--- config.mk ---
export PLATFORM = sky130hd
export DESIGN_NAME = acd_top
export DESIGN_NICKNAME = d
export VERILOG_FILES = /design/src/shared/acd_pkg.sv /design/src/shared/acd_cmd_if.sv /design/src/logic/acd_decode.sv /design/src/logic/acd_hidden.sv /design/src/logic/acd_top.sv
export VERILOG_INCLUDE_DIRS = /design/src /design/src/shared
export SDC_FILE = /design/constraint.sdc
export NUM_CORES = 1
export LEC_CHECK = 0
export BUFFER_PORTS_ARGS = -buffer_cell sky130_fd_sc_hd__buf_2
export CORE_MARGIN = 2
export CORE_UTILIZATION = 30
export DETAILED_ROUTE_END_ITERATION = 8
export GPL_ROUTABILITY_DRIVEN = 1
export GPL_TIMING_DRIVEN = 1
export PLACE_DENSITY = 0.53
export SLEW_MARGIN = 20
export SYNTH_ARGS = -nofsm -noshare
export SYNTH_HDL_FRONTEND = slang
export SYNTH_HIERARCHICAL = 1
export SYNTH_SLANG_ARGS = --single-unit
--- constraint.sdc ---
create_clock -name REF_CLK_IN -period 1.6 [get_ports REF_CLK_IN]
set_input_delay 0.16 -clock REF_CLK_IN [delete_from_list [all_inputs] [get_ports REF_CLK_IN]]
set_output_delay 0.16 -clock REF_CLK_IN [all_outputs]
set_load 0.05 [all_outputs]
--- src/shared/acd_map.svh ---
// offsets, field positions, codes and reset values of the aux command port
`ifndef ACD_MAP_SVH
`define ACD_MAP_SVH
`define ACD_PORT_OFFSET   9'h11B
`define ACD_CTL_MSB       7
`define ACD_CTL_LSB       5
`define ACD_COM_MSB       4
`define ACD_COM_LSB       0
`define ACD_CTL_EXEC      3'h0
`define ACD_CTL_ICR       3'h1
`define ACD_CTL_PPR       3'h3
`define ACD_CTL_AUXA      3'h4
`define ACD_CTL_AUXB      3'h5
`define ACD_CTL_AUXE      3'h6
`define ACD_CMD_PON       5'h00
`define ACD_CMD_CLR_PP    5'h01
`define ACD_CMD_CHIP_RST  5'h02
`define ACD_CMD_FINISH_HS 5'h03
`define ACD_CMD_NONVALID  5'h07
`define ACD_CMD_SET_PP    5'h09
`define ACD_CMD_VALID     5'h0F
`define ACD_CMD_STANDBY   5'h10
`define ACD_CMD_TCA       5'h11
`define ACD_CMD_TCS       5'h12
`define ACD_CMD_LISTEN    5'h13
`define ACD_CMD_TCS_END   5'h1A
`define ACD_CMD_LSN_CONT  5'h1B
`define ACD_CMD_UNLISTEN  5'h1C
`define ACD_HID_RST       5'h00
`define ACD_ICR_RST       5'h08
`define ACD_NUM_HIDDEN    5
`endif

--- src/shared/acd_pkg.sv ---
// types shared by the aux command decoder modules
package acd_pkg;
  typedef logic [4:0] acd_field_t;
  typedef logic [2:0] acd_ctl_t;
  typedef enum logic [1:0] {PON_RUN, PON_HELD, PON_PULSE} acd_pon_state_t;
endpackage

--- src/shared/acd_cmd_if.sv ---
// decoded port write carried from the decoder to the top and hidden bank
`timescale 1ns/1ps
interface acd_cmd_if;
  import acd_pkg::*;
  logic       exec;
  acd_field_t code;
  logic       load;
  acd_ctl_t   ctl;
  acd_field_t data;
  logic       chip_rst;
  modport dec (output exec, output code, output load, output ctl, output data, output chip_rst);
  modport use_side (input exec, input code, input load, input ctl, input data, input chip_rst);
endinterface

--- src/logic/acd_decode.sv ---
// splits a port write into control and command fields
`timescale 1ns/1ps
`include "acd_map.svh"
module acd_decode
  import acd_pkg::*;
(
  input  wire logic [8:0] addr_in,
  input  wire logic [7:0] wdata_in,
  input  wire logic       wr_in,
  acd_cmd_if.dec          cmd
);
  logic hit;
  assign hit = wr_in && (addr_in == `ACD_PORT_OFFSET);
  assign cmd.ctl  = wdata_in[`ACD_CTL_MSB:`ACD_CTL_LSB];
  assign cmd.data = wdata_in[`ACD_COM_MSB:`ACD_COM_LSB];
  assign cmd.code = wdata_in[`ACD_COM_MSB:`ACD_COM_LSB];
  assign cmd.exec = hit && (cmd.ctl == `ACD_CTL_EXEC);
  assign cmd.load = hit && (cmd.ctl != `ACD_CTL_EXEC);
  assign cmd.chip_rst = cmd.exec && (cmd.code == `ACD_CMD_CHIP_RST);
endmodule

--- src/logic/acd_hidden.sv ---
// bank of five hidden registers loaded through the command port
`timescale 1ns/1ps
`include "acd_map.svh"
module acd_hidden
  import acd_pkg::*;
(
  input  wire logic       clk,
  input  wire logic       rst,
  acd_cmd_if.use_side     cmd,
  output acd_field_t      hid_out [`ACD_NUM_HIDDEN]
);
  localparam acd_ctl_t SEL [`ACD_NUM_HIDDEN] =
    '{`ACD_CTL_AUXA, `ACD_CTL_AUXB, `ACD_CTL_PPR, `ACD_CTL_AUXE, `ACD_CTL_ICR};
  localparam acd_field_t RST [`ACD_NUM_HIDDEN] =
    '{`ACD_HID_RST, `ACD_HID_RST, `ACD_HID_RST, `ACD_HID_RST, `ACD_ICR_RST};
  // poll response register keeps its contents over a chip reset
  localparam logic [`ACD_NUM_HIDDEN-1:0] CLR_ON_CMD = 5'b1_1011;

  genvar i;
  generate
    for (i = 0; i < `ACD_NUM_HIDDEN; i++)
    begin : g_reg
      always_ff @(posedge clk or posedge rst)
      begin
        if (rst)
          hid_out[i] <= RST[i];
        else if (cmd.chip_rst && CLR_ON_CMD[i])
          hid_out[i] <= RST[i];
        else if (cmd.load && cmd.ctl == SEL[i])
          hid_out[i] <= cmd.data;
      end
    end
  endgenerate
endmodule

--- src/logic/acd_top.sv ---
// auxiliary command port: executes aux commands and loads hidden registers
// Operation
// - port decoded at offset 11B, write only; reads return zero
// - byte splits into control code 7..5 and command code 4..0
// - zero control code executes the selected auxiliary command
// - nonzero control code loads command bits into the selected hidden register
// - five hidden registers: aux A, aux B, poll response, aux E, counter
// - code 07 marks held secondary invalid, 0F marks it valid
// - code 01 clears local parallel poll flag, 09 sets it
// - 11 takes control async pulse, 12 synchronously, 10 goes standby
// - 1A takes control synchronously after end of current transfer
// - 1B listens continuously, 1C local unlisten, 13 plain listen
// - power-on command raises local power-on forcing functions idle
// - power-on command while power-on already held drops the message
// - chip reset acts as external reset and clears system controller bit
// - chip reset clears serial poll mode, end bit, aux A, B, E
// - chip reset clears parallel poll flag and system control request
// - chip reset sets counter register to eight
// - chip reset clears both transceiver mode bits
// - after chip reset functions stay idle until power-on command
// - acceptor stays stalled while a secondary is held until 07 or 0F
// - code 03 finishes a handshake stopped by a holdoff
`timescale 1ns/1ps
`include "acd_map.svh"
module acd_top
  import acd_pkg::*;
(
  input  wire logic       REF_CLK_IN,
  input  wire logic       SYS_RST_IN,
  input  wire logic [8:0] BUS_ADDR_IN,
  input  wire logic [7:0] BUS_WDATA_IN,
  input  wire logic       BUS_WR_IN,
  input  wire logic       BUS_RD_IN,
  input  wire logic       SEC_HELD_IN,
  output logic      [7:0] BUS_RDATA_OUT,
  output logic            PON_OUT,
  output logic            CHIP_RST_OUT,
  output logic            ACC_STALL_OUT,
  output logic            SEC_VALID_OUT,
  output logic            SEC_INVALID_OUT,
  output logic            FINISH_HS_OUT,
  output logic            PP_FLAG_OUT,
  output logic            TAKE_ASYNC_OUT,
  output logic            TAKE_SYNC_OUT,
  output logic            TAKE_ON_END_OUT,
  output logic            STANDBY_OUT,
  output logic            LISTEN_OUT,
  output logic            LISTEN_CONT_OUT,
  output logic            UNLISTEN_OUT,
  output logic      [4:0] AUX_A_OUT,
  output logic      [4:0] AUX_B_OUT,
  output logic      [4:0] POLL_RESP_OUT,
  output logic      [4:0] AUX_E_OUT,
  output logic      [4:0] COUNTER_OUT
);
  acd_cmd_if cmd ();
  acd_field_t hid [`ACD_NUM_HIDDEN];
  acd_pon_state_t pon_state;
  acd_pon_state_t next_pon_state;

  acd_decode u_decode (
    .addr_in  (BUS_ADDR_IN),
    .wdata_in (BUS_WDATA_IN),
    .wr_in    (BUS_WR_IN),
    .cmd      (cmd.dec)
  );

  acd_hidden u_hidden (
    .clk     (REF_CLK_IN),
    .rst     (SYS_RST_IN),
    .cmd     (cmd.use_side),
    .hid_out (hid)
  );

  // hidden bank already registers its outputs
  assign AUX_A_OUT     = hid[0];
  assign AUX_B_OUT     = hid[1];
  assign POLL_RESP_OUT = hid[2];
  assign AUX_E_OUT     = hid[3];
  assign COUNTER_OUT   = hid[4];

  logic is_pon;
  assign is_pon = cmd.exec && cmd.code == `ACD_CMD_PON;

  // port is write only: no command state leaks out on a read
  always_ff @(posedge REF_CLK_IN or posedge SYS_RST_IN)
  begin
    if (SYS_RST_IN)
      BUS_RDATA_OUT <= 8'h00;
    else
      BUS_RDATA_OUT <= 8'h00;
  end

  always_comb
  begin
    next_pon_state = pon_state;
    case (pon_state)
      PON_RUN:
        if (cmd.chip_rst)
          next_pon_state = PON_HELD;
        else if (is_pon)
          next_pon_state = PON_PULSE;
      PON_HELD:
        if (is_pon)
          next_pon_state = PON_RUN;
      PON_PULSE:
        if (cmd.chip_rst)
          next_pon_state = PON_HELD;
        else if (is_pon)
          next_pon_state = PON_RUN;
        else
          next_pon_state = PON_RUN;
      default:
        next_pon_state = PON_HELD;
    endcase
  end

  // external reset leaves the message held, same as a chip reset
  always_ff @(posedge REF_CLK_IN or posedge SYS_RST_IN)
  begin
    if (SYS_RST_IN)
    begin
      pon_state <= PON_HELD;
      PON_OUT   <= 1'b1;
    end
    else
    begin
      pon_state <= next_pon_state;
      PON_OUT   <= (next_pon_state != PON_RUN);
    end
  end

  // one pulse to the core clears poll mode, end bit, sysctl, request and mode bits
  always_ff @(posedge REF_CLK_IN or posedge SYS_RST_IN)
  begin
    if (SYS_RST_IN)
      CHIP_RST_OUT <= 1'b0;
    else
      CHIP_RST_OUT <= cmd.chip_rst;
  end

  always_ff @(posedge REF_CLK_IN or posedge SYS_RST_IN)
  begin
    if (SYS_RST_IN)
      PP_FLAG_OUT <= 1'b0;
    else if (cmd.chip_rst)
      PP_FLAG_OUT <= 1'b0;
    else if (cmd.exec && cmd.code == `ACD_CMD_SET_PP)
      PP_FLAG_OUT <= 1'b1;
    else if (cmd.exec && cmd.code == `ACD_CMD_CLR_PP)
      PP_FLAG_OUT <= 1'b0;
  end

  // stall follows a held secondary; with the stall low a new hold wins over a release in the same cycle
  logic sec_release;
  assign sec_release = cmd.exec &&
    (cmd.code == `ACD_CMD_VALID || cmd.code == `ACD_CMD_NONVALID);

  always_ff @(posedge REF_CLK_IN or posedge SYS_RST_IN)
  begin
    if (SYS_RST_IN)
      ACC_STALL_OUT <= 1'b0;
    else if (SEC_HELD_IN && !ACC_STALL_OUT)
      ACC_STALL_OUT <= 1'b1;
    else if (sec_release)
      ACC_STALL_OUT <= 1'b0;
  end

  // one-cycle command pulses toward the core
  always_ff @(posedge REF_CLK_IN or posedge SYS_RST_IN)
  begin
    if (SYS_RST_IN)
    begin
      SEC_VALID_OUT   <= 1'b0;
      SEC_INVALID_OUT <= 1'b0;
      FINISH_HS_OUT   <= 1'b0;
      TAKE_ASYNC_OUT  <= 1'b0;
      STANDBY_OUT     <= 1'b0;
      LISTEN_OUT      <= 1'b0;
      UNLISTEN_OUT    <= 1'b0;
    end
    else
    begin
      SEC_VALID_OUT   <= cmd.exec && cmd.code == `ACD_CMD_VALID;
      SEC_INVALID_OUT <= cmd.exec && cmd.code == `ACD_CMD_NONVALID;
      FINISH_HS_OUT   <= cmd.exec && cmd.code == `ACD_CMD_FINISH_HS;
      TAKE_ASYNC_OUT  <= cmd.exec && cmd.code == `ACD_CMD_TCA;
      STANDBY_OUT     <= cmd.exec && cmd.code == `ACD_CMD_STANDBY;
      LISTEN_OUT      <= cmd.exec && cmd.code == `ACD_CMD_LISTEN;
      UNLISTEN_OUT    <= cmd.exec && cmd.code == `ACD_CMD_UNLISTEN;
    end
  end

  // requests that persist until standby or power-on idles them
  always_ff @(posedge REF_CLK_IN or posedge SYS_RST_IN)
  begin
    if (SYS_RST_IN)
    begin
      TAKE_SYNC_OUT   <= 1'b0;
      TAKE_ON_END_OUT <= 1'b0;
    end
    else if (next_pon_state != PON_RUN || (cmd.exec && cmd.code == `ACD_CMD_STANDBY))
    begin
      TAKE_SYNC_OUT   <= 1'b0;
      TAKE_ON_END_OUT <= 1'b0;
    end
    else if (cmd.exec && cmd.code == `ACD_CMD_TCS)
      TAKE_SYNC_OUT   <= 1'b1;
    else if (cmd.exec && cmd.code == `ACD_CMD_TCS_END)
      TAKE_ON_END_OUT <= 1'b1;
  end

  always_ff @(posedge REF_CLK_IN or posedge SYS_RST_IN)
  begin
    if (SYS_RST_IN)
      LISTEN_CONT_OUT <= 1'b0;
    else if (next_pon_state != PON_RUN)
      LISTEN_CONT_OUT <= 1'b0;
    else if (cmd.exec && cmd.code == `ACD_CMD_UNLISTEN)
      LISTEN_CONT_OUT <= 1'b0;
    else if (cmd.exec && cmd.code == `ACD_CMD_LSN_CONT)
      LISTEN_CONT_OUT <= 1'b1;
  end

  // checks
  logic known_code;
  assign known_code = cmd.code inside {`ACD_CMD_PON, `ACD_CMD_CLR_PP, `ACD_CMD_CHIP_RST,
    `ACD_CMD_FINISH_HS, `ACD_CMD_NONVALID, `ACD_CMD_SET_PP, `ACD_CMD_VALID,
    `ACD_CMD_STANDBY, `ACD_CMD_TCA, `ACD_CMD_TCS, `ACD_CMD_LISTEN,
    `ACD_CMD_TCS_END, `ACD_CMD_LSN_CONT, `ACD_CMD_UNLISTEN};

  logic is_fh;
  assign is_fh = cmd.exec && cmd.code == `ACD_CMD_FINISH_HS;
endmodule

==> results of run 1 <==
==> registers in the layout (all words and copies together), names as in the netlist <==
name	count
TAKE_ON_END_OUT	1
LISTEN_CONT_OUT	1
u_hidden/hid_out	25
FINISH_HS_OUT	1
STANDBY_OUT	1
pon_state	2
UNLISTEN_OUT	1
TAKE_ASYNC_OUT	1
LISTEN_OUT	1
PP_FLAG_OUT	1
PON_OUT	1
CHIP_RST_OUT	1
TAKE_SYNC_OUT	1
ACC_STALL_OUT	1
SEC_VALID_OUT	1
SEC_INVALID_OUT	1
==> placed cells by master (no fill, tap or decap), types with 2 or more instances in the layout <==
cell	Yosys	routed
nand4_1	2	2
nand2_1	2	2
nand4b_1	4	4
clkbuf_8	1	5
inv_1	4	4
mux2i_1	20	20
mux2_2	5	5
buf_2	3	58
nor3_1	3	2
nand2b_1	24	24
nor2_1	14	14
buf_4	21	28
conb_1	1	8
nand3_1	4	4
dfrtp_1	38	38
nand4bb_1	2	2
or3_4	2	3
nor4_1	2	2
and2_1	2	2
a31oi_1	2	2
nand3b_1	2	2
a21oi_1	2	2
dfstp_2	3	3
==> kinds of logic (layout without fill, tap and decap cells) <==
group	Yosys count	count (layout)
and+or+nand+nor	73	73
DFF	41	41
buffers and inverters	34	100
muxes	25	25
AOI/OAI and AO/OA	11	11
other	1	8
==> per-stage QoR <==
step	cell area (µm²)	TNS [ns]	util (%)	setup WS, ns
after detailed placement	2550	-4.68	37.7	-0.235
final	2670	0	39.5	0.0795
after CTS	2660	0	39.4	0.0712
after floorplan	2140	-0.504	-	-0.0967
after global placement	2550	-4.09	37.7	-0.194
after global routing	2670	-0.0265	39.5	-0.0190
==> final timing paths <==
path / slack (ns) / startpoint / end
setup / recovery: 0.08 / BUS_ADDR_IN[2] / TAKE_ON_END_OUT$_DFFE_PP0P_
hold / removal: 0.13 / SEC_HELD_IN / ACC_STALL_OUT$_DFFE_PP0P_
setup reg to reg: 0.30 / pon_state[1]$_DFF_PP0_ / TAKE_ON_END_OUT$_DFFE_PP0P_
hold reg to reg: 0.48 / ACC_STALL_OUT$_DFFE_PP0P_ / ACC_STALL_OUT$_DFFE_PP0P_
max in group asynchronous: 0.72 / SYS_RST_IN / TAKE_SYNC_OUT$_DFFE_PP0P_
min in group asynchronous: 0.47 / SYS_RST_IN / u_hidden/hid_out[15]$_DFFE_PP0P_
==> power by group <==
part / switching, mW / total, mW / leakage (nW) / internal, mW
registers: 0.00134 / 1.04 / 0.551 / 1.04
logic: 0.128 / 0.187 / 0.879 / 0.0588
clock network: 0.350 / 0.803 / 0.0540 / 0.454
total: 0.479 / 2.03 / 1.48 / 1.55
==> final cells by class <==
type	count	area, µm²
clock inverter	2	35.0
timing repair buffer	89	542
multi-input combinational	117	878
fill	688	4090
sequential	41	1030
tap	80	100
inverter	4	15.0
clock buffer	5	68.8
==> what timing repair did <==
action                                 CTS  global route
endpoints found under the hold margin   38             0
setup endpoints to repair                0             2
hold buffers                             1             0
gates resized for setup                  0             1
==> per-layer routing <==
layer  up-vias  routed length [µm]
met5         -                   0
met4         0                  96
li1        753                   -
met1       708                2090
met3         8                 275
met2        48                2130
==> worst min-delay path, delay by kind of cell <==
family,cells,cell delay [ns]
buf+inv,1,0.08
compound gates,1,0.11
simple gates,1,0.03
==> qor.yml, run 1 <==
synth.mux.area_fraction_pct: 12.3
final_cells: 338
powerDensity_nw_per_um2: 760
min_period_ns: 1.52
place_congestion: 0.751
critPathCaptureType: "flip-flop"
final_nets: 280
hold_viol: 0
synth_edf_count: 0
syn_inst: 185
drtAntennaViolNets: 0
clock_sinks: 41
path_cells: "buf_6, nand4b_1, or3_4, nor3_4, and2b_2, nand4_1, a2111oi_1"
min_period_over_period_pct: 95.0
synth-simple-area-share_pct: 22.2
critPathKind: "input port to flip-flop"
use_met2_pct: 19.5
cts_buffers: 5
required_ns: 1.77
cts.htree.levels: 2
maxCapViolCount: 0
critPathMaxStageDelay_ns: 0.39
dieArea_um2: 7610
tritoncts: "yes"
core_area_um2: 6760
ioPinCount: 69
synth_common_cells: "38 x dfrtp_1, 24 x nand2b_1, 21 x buf_4"
use_met1_pct: 18.1
antenna_cells: 0
ys_seq_area_share_pct: 49.5
place.detailed.hpwl_mm: 3.50
syn_area_um2: 2080
cp.depth: 7
grt_use_total_pct: 13.0
yosysWarningCount: 6
vdd_drop_max_v: 0.000285
antenna_found_initial: 0
fin_skew_ns: 0.00436
place_inst: 330
yosysTopAreaCell: "dfrtp_1"
critical-path-slowest-cell: "a2111oi_1"
grt_overflow_total: 0
status: "finished clean"
rows: 30
synthAdderAreaFrac_pct: 0
grt_setup_unrepaired: "true"
firstDrtPassIters: 4
grt-busiest-layer: "met2"
setup-violations-final: 0
cts_setup_buffers: 0
start_kind: "input port"
viasPerCell: 4.49
cp_num_buf_inv: 1
wl_per_cell_um: 13.6
fp.dieW_um: 87.2
synth_xor_xnor_area_share_pct: 0
worst_pin_slew_ns: 0.605
synth_top_family_by_area: "simple AND/OR/NAND/NOR gates"
grtUsageMet3_pct: 3.22
yosys-top-cells-area: "dfrtp_1 46%, mux2i_1 9.6%, buf_4 7.6%, nand2b_1 7.2%, dfstp_2 3.8%"
slew_viol_final: 0
vias: 1517
start_util_pct: 30.8
power_mw: 2.03
relSlewSlack_pct: 59.6
holdWs_ns: 0.129
crit_family: "simple AND/OR/NAND/NOR gates"
port_buffers: 59
grt_max_degree: 26
yosys.cell_count.top_type: "dfrtp_1"
clk_latency_ns: 0.29
clock.fmax_mhz: 658
synth_area_per_cell_um2: 11.2
clk_pin_slew_ns: 0.08
synth_compound_area_share_pct: 4.70
ys_seq_elements: 41
power_leakage_nw: 1.48
synth_ff_type: "dfrtp_1"
root_buffer: "clkbuf_8"
grt_pass1_vias: 1471
hold_path_depth: 3
synth_cell_types: 43
grt_pass1_wl_mm: 7.57
drc: 0
cts_buffer_depth: 2
final_layout_size_suffix_gt1_share_pct: 43.8
dieHeight_um: 87.2
synthArstFlopShare_pct: 100
syn2layout_area_growth_pct: 28.4
routed_wl_mm: 4.59
hp-class: "input port to flip-flop"
reg2reg_depth: 3
synth.top_cell.area_share_pct: 45.8
crit_arrival_ns: 1.69
drtIter0Drc: 69
path_max_fanout: 5
Power figures use the tool's default switching activity.
==> run 2: changes to the inputs <==
- CORE_MARGIN: 2 -> 10
==> qor.yml, run 2 (same netlist as run 1, synthesis figures left out) <==
tritoncts: "yes"
regMostFlops: "u_hidden/hid_out"
timing.rr.end: "TAKE_ON_END_OUT$_DFFE_PP0P_"
syn2layout_area_growth_pct: 32.1
slew_viol_final: 0
place_congestion: 0.723
reg2reg_from: "pon_state[0]$_DFF_PP1_"
status: "finished clean"
cts_buffers: 5
root_buffer: "clkbuf_8"
port_buffers: 59
layout_common_cells: "58 x buf_2, 38 x dfrtp_1, 26 x buf_4, 24 x nand2b_1, 20 x mux2i_1"
clk_latency_ns: 0.29
powerDensity_nw_per_um2: 762
critPathKind: "input port to flip-flop"
dp_slack_ns: -0.288
firstDrtPassIters: 4
min_period_ns: 1.57
relSlewSlack_pct: 60.6
dieArea_um2: 10700
drtAntennaViolNets: 0
setup.worst_path.start: "BUS_ADDR_IN[2]"
rows: 30
place.detailed.hpwl_mm: 4.06
antenna_found_initial: 0
hp-class: "input port to flip-flop"
final_nets: 282
hold_viol: 0
fp.dieW_um: 103
worstHoldEndpoint: "ACC_STALL_OUT$_DFFE_PP0P_"
critPathMaxStageDelay_ns: 0.37
core_area_um2: 6760
critPathCaptureType: "flip-flop"
grt_overflow_total: 0
place_area_um2: 2580
grt_pass1_wl_mm: 8.09
start_util_pct: 30.8
path_max_fanout: 4
power_mw: 2.09
holdWs_ns: 0.132
hold_path_depth: 3
grt_max_degree: 26
reg2reg_depth: 3
largest_register_ffs: 25
crit_arrival_ns: 1.73
wl_per_cell_um: 15.0
cts.htree.levels: 2
worst_pin_slew_ns: 0.591
hp-start: "SEC_HELD_IN"
clock_sinks: 41
fin_area_um2: 2750
viasPerCell: 4.53
clk_pin_slew_ns: 0.08
required_ns: 1.76
min_period_over_period_pct: 98.2
dieHeight_um: 103
ioPinCount: 69
setup_slack_ns: 0.0282
final_layout_size_suffix_gt1_share_pct: 44.8
critical-path-slowest-cell: "or3_4"
setup-violations-final: 0
cts_buffer_depth: 2
clock.fmax_mhz: 636
r2r_slack_ns: 0.31
path_cells: "buf_6, nand4b_1, or3_4, nor3_4, or2b_4, o41ai_4, a22oi_1"
drtIter0Drc: 71
routed_wl_mm: 5.10
reg.largest.list: "u_hidden/hid_out x25, pon_state x2"
vdd_drop_max_v: 0.000437
drc: 0
start_kind: "input port"
layout_commonest_cell: "buf_2"
vias: 1544
grt_pass1_vias: 1633
grt_use_total_pct: 9.77
fin_skew_ns: 0.000240
power_leakage_nw: 1.51
grt_setup_unrepaired: "true"
antenna_cells: 0
maxCapViolCount: 0
[run 2: power breakdown]
| group | internal (mW) | switching, mW |
|---|---|---|
| sequential | 1.04 | 0.00134 |
| clock | 0.507 | 0.353 |
| combinational | 0.0624 | 0.130 |
| total | 1.61 | 0.484 |
[run 2: critical path, delay by kind of cell]
kind                   cells  cell delay [ns]
AND/OR/NAND/NOR            4             1.00
buffers and inverters      1             0.09
AO/OA/AOI/OAI              2             0.48
[run 2: stage by stage]
step | TNS (ns) | util, % | std cells
finish | 0 | 40.6 | 341
global route | -0.161 | 40.6 | 341
CTS | 0 | 40.1 | 338
detailed placement | -5.06 | 38.2 | 329
global placement | -4.02 | 38.2 | 329
floorplan | -0.504 | - | 192
[run 2: layout make-up]
cell class / instances / area, µm²
Inverter: 4 / 15.0
Multi-Input combinational cell: 117 / 883
Clock buffer: 6 / 82.6
Clock inverter: 2 / 37.5
Tap cell: 80 / 100
Sequential cell: 41 / 1030
Timing Repair Buffer: 91 / 598
Fill cell: 686 / 4010
[run 2: worst max path at each step]
stage                                              to  slack, ns
after floorplan             TAKE_SYNC_OUT$_DFFE_PP0P_       -0.1
after global placement      TAKE_SYNC_OUT$_DFFE_PP0P_      -0.21
after detailed placement  TAKE_ON_END_OUT$_DFFE_PP0P_      -0.29
after CTS                 TAKE_ON_END_OUT$_DFFE_PP0P_       0.02
after global routing        TAKE_SYNC_OUT$_DFFE_PP0P_      -0.07
final                       TAKE_SYNC_OUT$_DFFE_PP0P_       0.03
[run 2: layer usage]
layer,vias to the layer above,GRT usage (%),wire length [µm]
li1,760,-,-
met4,0,3.53,48
met2,51,15.2,2390
met3,2,3.32,339
met5,-,0,0
met1,731,12.3,2320
[run 2: timing repair]
| item | in CTS | in global routing |
|---|---|---|
| setup buffers | 0 | 3 |
| resized for setup | 0 | 3 |
| setup endpoints to repair | 0 | 7 |
| endpoints found under the hold margin | 38 | 0 |
| hold buffers | 1 | 0 |
==> run 3: changes to the inputs <==
- PLACE_DENSITY: 0.53 -> 0.54
- SYNTH_HIERARCHICAL: 1 -> unset
==> qor.yml, run 3 <==
grt_setup_unrepaired: "true"
utilization_pct: 43.3
place_congestion: 0.760
port_buffers: 59
setup.worst_path.start: "BUS_ADDR_IN[6]"
viasPerCell: 4.60
final_nets: 260
rows: 28
p_comb_share_pct: 9.2
critical-path-slowest-cell: "or4b_4"
seqPwrFrac_pct: 49.7
core_area_um2: 5960
dieHeight_um: 98.5
critPathCaptureType: "flip-flop"
crit_family: "simple AND/OR/NAND/NOR gates"
ys_seq_area_share_pct: 55.6
power_leakage_nw: 1.39
hold_viol: 16
yosysWarningCount: 0
setup-violations-final: 3
reg2reg_from: "pon_state[0]$_DFF_PP1_"
cts_hold_buf: 0
antenna_cells: 0
syn_inst: 157
place_inst: 303
final_cells: 314
maxCapViolCount: 0
clk_pin_slew_ns: 0.08
place.detailed.hpwl_mm: 3.80
syn2layout_area_growth_pct: 39.5
grt_pass1_vias: 1577
routed_wl_mm: 5.09
drc: 0
vias: 1445
critPathMaxStageDelay_ns: 0.56
wl_per_cell_um: 16.2
synth.top_cell.area_share_pct: 51.4
fp.dieW_um: 98.5
layout_commonest_cell: "buf_2"
clock_sinks: 41
powerDensity_nw_per_um2: 811
yosys.cell_count.top_type: "dfrtp_1"
grt_max_degree: 42
start_util_pct: 31.1
start_kind: "input port"
fillers: 602
tns_ns: -0.00808
yosysTopAreaCell: "dfrtp_1"
required_ns: 1.78
power.net_switching_mw: 0.493
cts.htree.levels: 2
ioPinCount: 69
p_clk_share_pct: 41.2
cts_buffers: 5
path_max_fanout: 7
violations: "hold timing, setup timing"
grt_use_total_pct: 10.7
tritoncts: "yes"
cp_num_buf_inv: 3
synth_area_per_cell_um2: 11.8
fin_skew_ns: 0.00417
grt_overflow_total: 0
dieArea_um2: 9710
synth_edf_count: 0
syn_area_um2: 1850
internal-power_mw: 1.60
layout_common_cells: "58 x buf_2, 38 x dfrtp_1, 25 x buf_4, 13 x nor2_1, 11 x a22o_1"
firstDrtPassIters: 4
critPathMostFrequentCell: "buf_6"
crit_arrival_ns: 1.78
critPathKind: "input port to flip-flop"
ys_seq_elements: 41
regMostFlops: "u_hidden.hid_out"
reg.largest.list: "u_hidden.hid_out x25, pon_state x2"
largest_register_ffs: 25
slew_viol_final: 0
synth_ff_type: "dfrtp_1"
yosys-top-cells-area: "dfrtp_1 51%, a22o_1 5.2%, dfstp_2 4.3%, nor2_1 3.4%, buf_4 3.2%"
clock.fmax_mhz: 623
min_period_ns: 1.61
status: "finished, violations left"
drtAntennaViolNets: 0
worst_pin_slew_ns: 0.531
cts_buffer_depth: 2
root_buffer: "clkbuf_8"
holdWs_ns: -0.0156
clk_latency_ns: 0.29
final_layout_size_suffix_gt1_share_pct: 51.9
swShare_pct: 23.5
relSlewSlack_pct: 64.6
synth_cell_types: 43
drtIter0Drc: 49
path_cells: "buf_6, or4b_4, buf_4, nor4_4, buf_6, and2b_4, nand4_4, mux2_4"
antenna_found_initial: 0
synthArstFlopShare_pct: 100
synth_common_cells: "38 x dfrtp_1, 17 x nor2_1, 11 x a22o_1"
vdd_drop_max_v: 0.000313
grt_pass1_wl_mm: 8.45
setup_slack_ns: -0.00503
hp-class: "input port to async pin"
min_period_over_period_pct: 100
[run 3: cell count changes after synthesis, moves of 5 or more]
cell / change
nand2b_1: -23
mux2i_1: -16
buf_4: -13
a22o_1: +11
nand2_1: +5
[run 3: layer usage]
| metal | routed length [µm] | global-route usage (%) | vias up |
|---|---|---|---|
| met4 | 64 | 3.42 | 0 |
| met5 | 0 | 0 | - |
| li1 | - | - | 709 |
| met3 | 391 | 4.47 | 5 |
| met2 | 2410 | 17.4 | 42 |
| met1 | 2230 | 12.5 | 689 |
[run 3: worst paths after layout]
check	slack, ns	cells past startpoint	to
setup / recovery	-0.005	8	ACC_STALL_OUT$_DFFE_PP0P_
hold / removal	-0.02	3	u_hidden.hid_out[14]$_DFFE_PP0P_
setup reg to reg	0.39	4	LISTEN_CONT_OUT$_DFFE_PP0P_
hold reg to reg	0.48	1	pon_state[1]$_DFF_PP0_
max in group asynchronous	1.23	3	pon_state[0]$_DFF_PP1_
min in group REF_CLK_IN	0.10	2	ACC_STALL_OUT$_DFFE_PP0P_
[run 3: logic make-up (layout without fill, tap and decap cells)]
logic type / Yosys count / count (layout) / synth area share (%)
simple gates: 53 / 53 / 19.0
flops: 41 / 41 / 55.6
compound gates: 24 / 24 / 9.47
buf+inv: 23 / 98 / 6.76
mux: 14 / 14 / 8.45
other cells: 1 / 8 / 0.203
xor+xnor: 1 / 1 / 0.473
[run 3: final cells by class]
type / instances / area, µm² / share of cell area, %
sequential: 41 / 1030 / 39.9
inverter: 4 / 17.5 / 0.679
multi-input combinational: 100 / 812 / 31.5
timing repair buffer: 86 / 512 / 19.8
clock inverter: 1 / 30.0 / 1.16
clock buffer: 7 / 86.3 / 3.34
tap: 75 / 93.8 / 3.64
[run 3: through the flow]
stage	area [µm²]	setup slack (ns)	power, mW
final	2580	-0.00503	2.09
after CTS	2540	-0.0204	2.12
after global routing	2580	-0.0580	2.18
after global placement	2390	-0.319	1.25
after floorplan	1940	-0.146	1.19
after detailed placement	2390	-0.345	1.25
[run 3: power groups by stage]
stage               sequential (mW)  combinational, mW  clock (mW)
floorplan                      1.07              0.120           0
global placement               1.06              0.189           0
detailed placement             1.06              0.190           0
CTS                            1.04              0.194       0.883
global route                   1.04              0.210       0.931
finish                         1.04              0.192       0.862
[run 3: worst reg2reg max path, cell delays in order (launching register included)]
cell and delay, ns:
dfstp_2 0.56, nor3b_1 0.05, a41o_1 0.22, nor2_2 0.19, nor2_1 0.07
[run 3: what timing repair did]
item,4_1_cts,5_1_grt
resized for setup,4,9
setup buffers,1,2
pin swaps,0,1
endpoints found under the setup margin,4,27
